==> src/link_bringup_pkg.sv <==
`default_nettype none
package link_bringup_pkg;
  // Bring-up timing; timeouts and settle time in free-running clock cycles, timer width in bits.
  localparam int unsigned TIMER_WIDTH       = 20;
  localparam int unsigned TX_TIMEOUT_CYCLES = 20000;
  localparam int unsigned RX_TIMEOUT_CYCLES = 40000;
  localparam int unsigned SETTLE_CYCLES     = 4;
  // Retry counter.
  localparam int unsigned RETRY_WIDTH       = 8;
  localparam int unsigned RETRY_MAX         = 255;
  // Reset values.
  localparam logic        LINK_DOWN_RESET   = 1'b1;
  localparam logic [1:0]  SYNC_RESET        = 2'h0;

  typedef enum logic [1:0] {
    ST_IDLE    = 2'h0,
    ST_WAIT_TX = 2'h1,
    ST_WAIT_RX = 2'h3,
    ST_DONE    = 2'h2
  } init_state_t;
endpackage
`default_nettype wire

==> src/link_bringup_init_fsm.sv <==
// What this block does
// - Sticky link-down set while link down
// - Sticky flag cleared only by its clear input
// - Machine idle after rst_b until a reset-all pulse
// - Transmit completion timeout pulses full reset
// - Then receive timeout pulses receive reset
// - Each retry bumps saturating configuration-only counter
// - Done but data bad pulses receive reset
// - Live link status feeds data-good by default
// - Link status output is live, active high
`default_nettype none
module link_bringup_init_fsm #(
  parameter int unsigned TX_TIMEOUT_CYCLES     = link_bringup_pkg::TX_TIMEOUT_CYCLES,
  parameter int unsigned RX_TIMEOUT_CYCLES     = link_bringup_pkg::RX_TIMEOUT_CYCLES,
  parameter int unsigned RETRY_MAX             = link_bringup_pkg::RETRY_MAX,
  parameter bit          DATA_GOOD_FROM_LINK   = 1'b1,
  parameter bit          SINGLE_PLL            = 1'b0
) (
  // Clock and reset
  input  wire logic                                     clk_sys,
  input  wire logic                                     rst_b,
  // External asynchronous controls
  input  wire logic                                     external_full_reset_in,
  input  wire logic                                     link_down_latched_reset_in,
  // Link health from the combined checker logic
  input  wire logic                                     link_up_in,
  input  wire logic                                     rx_data_good_in,
  // Completion from the reset controller
  input  wire logic                                     tx_reset_done_in,
  input  wire logic                                     rx_reset_done_in,
  // Link indicators
  output logic                                          link_status_out,
  output logic                                          link_down_latched_out,
  // Retry resets to the reset controller
  output logic                                          reset_all_retry_out,
  output logic                                          reset_rx_pll_datapath_out,
  output logic                                          reset_rx_datapath_out,
  // Debug
  output logic                                          init_active_out,
  output logic                                          init_done_out,
  output logic [link_bringup_pkg::RETRY_WIDTH-1:0]      retry_count_out
);

  // Timeouts wider than the timer are cut to its width, so a build must keep
  // them below two to the power of the timer width.
  localparam logic [link_bringup_pkg::TIMER_WIDTH-1:0] TX_LIMIT =
    link_bringup_pkg::TIMER_WIDTH'(TX_TIMEOUT_CYCLES);
  localparam logic [link_bringup_pkg::TIMER_WIDTH-1:0] RX_LIMIT =
    link_bringup_pkg::TIMER_WIDTH'(RX_TIMEOUT_CYCLES);
  localparam logic [link_bringup_pkg::TIMER_WIDTH-1:0] SETTLE =
    link_bringup_pkg::TIMER_WIDTH'(link_bringup_pkg::SETTLE_CYCLES);
  localparam logic [link_bringup_pkg::RETRY_WIDTH-1:0] RETRY_SAT =
    link_bringup_pkg::RETRY_WIDTH'(RETRY_MAX);

  ////////////////////////////////////////////////////////////////////////////
  // Synchronisers for the asynchronous pins.

  logic [1:0]                                 rst_all_sync_q;
  logic [1:0]                                 clr_sync_q;
  logic                                       rst_all_prev_q;
  logic                                       rst_all_fall;

  always_ff @(posedge clk_sys or negedge rst_b) begin
    if (!rst_b) begin
      rst_all_sync_q <= link_bringup_pkg::SYNC_RESET;
      clr_sync_q     <= link_bringup_pkg::SYNC_RESET;
      rst_all_prev_q <= 1'b0;
    end else begin
      rst_all_sync_q <= {rst_all_sync_q[0], external_full_reset_in};
      clr_sync_q     <= {clr_sync_q[0], link_down_latched_reset_in};
      rst_all_prev_q <= rst_all_sync_q[1];
    end
  end

  // The pin is assumed debounced outside, so one falling edge is one pulse.
  assign rst_all_fall = rst_all_prev_q & ~rst_all_sync_q[1];

  ////////////////////////////////////////////////////////////////////////////
  // Link indicators.

  always_ff @(posedge clk_sys or negedge rst_b) begin
    if (!rst_b) begin
      link_status_out <= 1'b0;
    end else begin
      link_status_out <= link_up_in;
    end
  end

  // Link down wins over the clear, so a drop during a clear is not lost.
  always_ff @(posedge clk_sys or negedge rst_b) begin
    if (!rst_b) begin
      link_down_latched_out <= link_bringup_pkg::LINK_DOWN_RESET;
    end else if (!link_up_in) begin
      link_down_latched_out <= 1'b1;
    end else if (clr_sync_q[1]) begin
      link_down_latched_out <= 1'b0;
    end
  end

  ////////////////////////////////////////////////////////////////////////////
  // Activation and retry counter survive rst_b; only configuration clears them.

  logic                                       active_q = 1'b0;
  logic [link_bringup_pkg::RETRY_WIDTH-1:0]   retry_q  = '0;
  logic                                       retry_pulse;

  always_ff @(posedge clk_sys) begin
    if (rst_all_fall) begin
      active_q <= 1'b1;
    end
  end

  always_ff @(posedge clk_sys) begin
    if (retry_pulse && retry_q != RETRY_SAT) begin
      retry_q <= retry_q + 1'b1;
    end
  end

  assign init_active_out = active_q;
  assign retry_count_out = retry_q;

  ////////////////////////////////////////////////////////////////////////////
  // Initialization state machine.

  link_bringup_pkg::init_state_t              state_q;
  logic [link_bringup_pkg::TIMER_WIDTH-1:0]   timer_q;
  logic                                       data_good;
  logic                                       settled;
  logic                                       tx_timeout;
  logic                                       rx_timeout;
  logic                                       rx_retry;

  // Default build feeds live link health in; tying rx_data_good_in high with
  // the parameter cleared switches the data-quality retries off.
  assign data_good  = DATA_GOOD_FROM_LINK ? link_up_in : rx_data_good_in;
  // Done flags are ignored briefly after a retry, since the controller needs
  // a few cycles before it drops a stale done.
  assign settled    = timer_q >= SETTLE;
  assign tx_timeout = (state_q == link_bringup_pkg::ST_WAIT_TX) && !(tx_reset_done_in && settled)
                      && timer_q >= TX_LIMIT;
  assign rx_timeout = (state_q == link_bringup_pkg::ST_WAIT_RX) && !(rx_reset_done_in && settled)
                      && timer_q >= RX_LIMIT;
  assign rx_retry   = rx_timeout || (state_q == link_bringup_pkg::ST_DONE && !data_good);
  assign retry_pulse = (tx_timeout || rx_retry) && !rst_all_fall;

  always_ff @(posedge clk_sys or negedge rst_b) begin
    if (!rst_b) begin
      state_q <= link_bringup_pkg::ST_IDLE;
      timer_q <= '0;
    end else if (rst_all_fall) begin
      state_q <= link_bringup_pkg::ST_WAIT_TX;
      timer_q <= '0;
    end else begin
      case (state_q)
        link_bringup_pkg::ST_IDLE: begin
          timer_q <= '0;
        end
        link_bringup_pkg::ST_WAIT_TX: begin
          if (tx_reset_done_in && settled) begin
            state_q <= link_bringup_pkg::ST_WAIT_RX;
            timer_q <= '0;
          end else if (tx_timeout) begin
            timer_q <= '0;
          end else begin
            timer_q <= timer_q + 1'b1;
          end
        end
        link_bringup_pkg::ST_WAIT_RX: begin
          if (rx_reset_done_in && settled) begin
            state_q <= link_bringup_pkg::ST_DONE;
            timer_q <= '0;
          end else if (rx_timeout) begin
            timer_q <= '0;
          end else begin
            timer_q <= timer_q + 1'b1;
          end
        end
        link_bringup_pkg::ST_DONE: begin
          if (!data_good) begin
            state_q <= link_bringup_pkg::ST_WAIT_RX;
          end
          timer_q <= '0;
        end
        default: begin
          state_q <= link_bringup_pkg::ST_IDLE;
          timer_q <= '0;
        end
      endcase
    end
  end

  ////////////////////////////////////////////////////////////////////////////
  // Registered one-cycle retry pulses.

  // The pulses are registered so the reset controller sees clean requests;
  // the price is one cycle of extra latency after each timeout.
  always_ff @(posedge clk_sys or negedge rst_b) begin
    if (!rst_b) begin
      reset_all_retry_out       <= 1'b0;
      reset_rx_pll_datapath_out <= 1'b0;
      reset_rx_datapath_out     <= 1'b0;
    end else begin
      reset_all_retry_out       <= retry_pulse && tx_timeout;
      reset_rx_pll_datapath_out <= retry_pulse && rx_retry && !SINGLE_PLL;
      reset_rx_datapath_out     <= retry_pulse && rx_retry && SINGLE_PLL;
    end
  end

  ////////////////////////////////////////////////////////////////////////////
  // Completion indicator.

  // Trails the state by one cycle so that, like every other output, it
  // leaves a flip-flop directly.
  always_ff @(posedge clk_sys or negedge rst_b) begin
    if (!rst_b) begin
      init_done_out <= 1'b0;
    end else begin
      init_done_out <= state_q == link_bringup_pkg::ST_DONE;
    end
  end

endmodule
`default_nettype wire

==> config.mk <==
export PLATFORM = sky130hd
export DESIGN_NAME = link_bringup_init_fsm
export DESIGN_NICKNAME = d
export VERILOG_FILES = /design/src/link_bringup_pkg.sv /design/src/link_bringup_init_fsm.sv
export SDC_FILE = /design/constraint.sdc
export NUM_CORES = 1
export LEC_CHECK = 0
export BUFFER_PORTS_ARGS = -buffer_cell sky130_fd_sc_hd__buf_2
export CORE_MARGIN = 2
export CORE_UTILIZATION = 50
export DETAILED_ROUTE_END_ITERATION = 6
export GPL_TIMING_DRIVEN = 0
export PLACE_DENSITY = 0.72
export SLEW_MARGIN = 20
export SYNTH_ARGS = -nofsm -noshare
export SYNTH_HDL_FRONTEND = slang
export SYNTH_SLANG_ARGS = --single-unit
==> constraint.sdc <==
create_clock -name clk_sys -period 2.4 [get_ports clk_sys]
set_input_delay 0.48 -clock clk_sys [delete_from_list [all_inputs] [get_ports clk_sys]]
set_output_delay 0.48 -clock clk_sys [all_outputs]
set_load 0.05 [all_outputs]
==> flow_metrics.env <==
export IMPL_status="completed"
export IMPL_hold_violations=0
export IMPL_antenna_left=0
export IMPL_dieArea_um2=4204
export IMPL_comb_power_share=0.199
export IMPL_clk_pin_slew_worst_paths_ns=0.08
export IMPL_p_leak_nw=0.9065
export IMPL_worstMarginPinSlew_ns=0.6770
export IMPL_slew_violations=0
export IMPL_cts_htree_levels=2
export IMPL_final_cell_mix="dfrtp_1, buf_2, nor2_1"
export IMPL_cts_num_sinks=40
export IMPL_start_kind="flop"
export IMPL_routed_wl_mm=3.080
export IMPL_syn_area_um2=1851
export IMPL_crit_type="reg -> reg"
export IMPL_die_y_um=64.84
export IMPL_synth_edff_count=8
export IMPL_end_kind="flop"
export IMPL_synth_warnings=0
export IMPL_path_cells="nor4_2, nand2b_1, o32a_2, nor3_2, o21a_2"
export IMPL_grt_total_usage=0.1728
export IMPL_std_cell_rows=22
export IMPL_grt_pass1_wl_mm=5.540
export IMPL_core_um2=3606
export IMPL_finalSetupViolations=0
export IMPL_crit_path_max_fanout=8
export IMPL_firstDrtPassIters=4
export IMPL_cp_arrival_ns=2.22
export IMPL_numCtsBuffers=5
export IMPL_p_int_mw=1.049
export IMPL_syn_inst=160
export IMPL_fin_crit_ns=2.228
export IMPL_tritoncts="yes"
export IMPL_antennaDiodeCount=0
export IMPL_pwr_share_clk=0.278
export IMPL_nets=201
export IMPL_syn_area_per_cell_um2=11.57
export IMPL_grt_ovfl_total=0
export IMPL_ys_seq_elements=40
export IMPL_antenna_found_initial=0
export IMPL_pin_count=23
export IMPL_instances_no_fill=239
export IMPL_io_buffers=19
export IMPL_synth_async_reset_ratio=0.8000
export IMPL_drt_wirelength_per_cell_um=12.89
export IMPL_grt_pass1_vias=1242
export IMPL_rsz0062_at_grt="false"
export IMPL_ctsHoldBuffers=0
export IMPL_setup_tns_final_ns=0
export IMPL_path_delay_family="simple AND/OR/NAND/NOR gates"
export IMPL_critPathMaxStageDelay_ns=0.45
export IMPL_areaGrowthSynthToFinish_pct=14.00
export IMPL_ys_seq_area_frac=0.5632
export IMPL_fin_crit_sh=0.9285
export IMPL_drt_iter0_drc=98
export IMPL_via_per_inst=5.142
export IMPL_routabilityCongestion=0.8674
export IMPL_post_cts_buffers=0
export IMPL_p_switching_mw=0.4964
export IMPL_grt_max_degree=33
export IMPL_critical_path_slowest_cell="o32a_2"
export IMPL_pwr_share_seq=0.524
export IMPL_finClkSkew_ns=0.004820
export IMPL_fmax_mhz=448.8
export IMPL_layout_drive_gt1_share=0.2775
export IMPL_final_common_cell="dfrtp_1"
export IMPL_synth_cell_types=38
export IMPL_path_buf_inv=0
export IMPL_whs_ns=0.2207
export IMPL_num_vias=1229
export IMPL_min_path_type="in -> async"
export IMPL_ys_flop_type="dfrtp_1"
export IMPL_root_buffer="clkbuf_8"
export IMPL_dpl_cell_count=231
export IMPL_p_per_area_nw_per_um2=732.4
export IMPL_dpl_worst_slack_ns=0.03766
export IMPL_required_ns=2.39
export IMPL_post_route_cell_area_um2=2110
export IMPL_drv_cap=0
export IMPL_initial_core_util=0.5132
export IMPL_power_mw=1.545
export IMPL_die_w_um=64.84
export IMPL_finish_utilization=0.5850
export IMPL_postPlaceCellArea_um2=2021
export IMPL_fin_ws_ns=0.1716
export IMPL_post_dp_hpwl_mm=2.269
export IMPL_drc=0
export IMPL_cts_buffer_depth=2
export IMPL_insertion_delay_ns=0.29
export IMPL_relSlewSlack=0.5487
export IMPL_swShare=0.3213
export IMPL_ir_worst_vdd_mv=0.3496
-- state kept, by name, summed over array words and instances (netlist names) --
| signal | flops |
|---|---|
| retry_count_out | 8 |
| clr_sync_q | 2 |
| timer_q | 20 |
| state_q | 2 |
| init_done_out | 1 |
| rst_all_prev_q | 1 |
| reset_rx_pll_datapath_out | 1 |
| link_status_out | 1 |
| reset_all_retry_out | 1 |
| rst_all_sync_q | 2 |
| link_down_latched_out | 1 |
-- layout make-up --
cell class | instances | area (um2)
buffer | 4 | 37.54
clock buffer | 5 | 68.82
clock inverter | 3 | 18.77
fill | 303 | 1496
inverter | 8 | 30.03
multi-input combinational | 112 | 757.0
sequential | 40 | 1042
tap | 48 | 60.06
timing repair buffer | 19 | 95.09
-- path summary, 6_finish.rpt --
kind	from	end	slack, ns	cells past startpoint
min in group clk_sys	external_full_reset_in	rst_all_sync_q[0]	0.29	1
setup reg to reg	timer_q[18]	retry_count_out[1]	0.17	5
hold reg to reg	clr_sync_q[0]	clr_sync_q[1]	0.35	0
hold / removal	rst_b	link_status_out	0.22	1
setup / recovery	timer_q[18]	retry_count_out[1]	0.17	5
max in group asynchronous	rst_b	timer_q[12]	1.74	1
-- worst register-to-register path, cell delays in order, from the launching register on --
cell	delay, ns
dfrtp_1	0.38
nor4_2	0.40
nand2b_1	0.21
o32a_2	0.45
nor3_2	0.21
o21a_2	0.27
-- Yosys cell counts (all sizes together) (2+ instances only) --
cell type  count  share of area
a21oi          2         0.0054
and3           5          0.018
buf            4          0.020
conb           2         0.0041
dfrtp         31           0.42
edfxtp         8           0.13
ha             3          0.020
inv            8          0.016
nand2          9          0.018
nand2b         4          0.014
nand3         11          0.032
nand4          3          0.010
nor2          24          0.065
nor2b          2         0.0068
nor3           6          0.019
nor4           4          0.033
o21ai          3         0.0081
xnor2         11          0.052
xor2           9          0.043
-- power groups by stage --
stage | registers, mW | clock network [mW] | logic [mW]
floorplan | 0.951 | 0 | 0.102
global placement | 0.818 | 0 | 0.299
detailed placement | 0.822 | 0 | 0.309
CTS | 0.809 | 0.440 | 0.310
global route | 0.818 | 0.470 | 0.330
finish | 0.809 | 0.429 | 0.307
-- timing repair --
item                                   in CTS  in global routing
gates resized for setup                     0                  1
endpoints found under the hold margin       0                  0
setup endpoints to repair                   0                  8
-- routing by layer --
| metal | up-vias | GRT usage | share of wire |
|---|---|---|---|
| met5 | - | 0 | 0 |
| met4 | 0 | 0.06649 | 0.015 |
| met3 | 5 | 0.04340 | 0.042 |
| met2 | 25 | 0.2874 | 0.51 |
| met1 | 606 | 0.2166 | 0.44 |
| li1 | 593 | - | - |
-- kinds of logic (layout without fill, tap and decap cells) --
group,count (synthesis),after routing,share of synthesized area
simple gates,70,70,0.2245
flops,40,40,0.5632
xor+xnor,20,20,0.09466
compound gates,13,13,0.05681
buf+inv,12,39,0.03651
fa+ha+maj,3,3,0.02029
other cells,2,6,0.004058
Power figures use the tool's default switching activity.
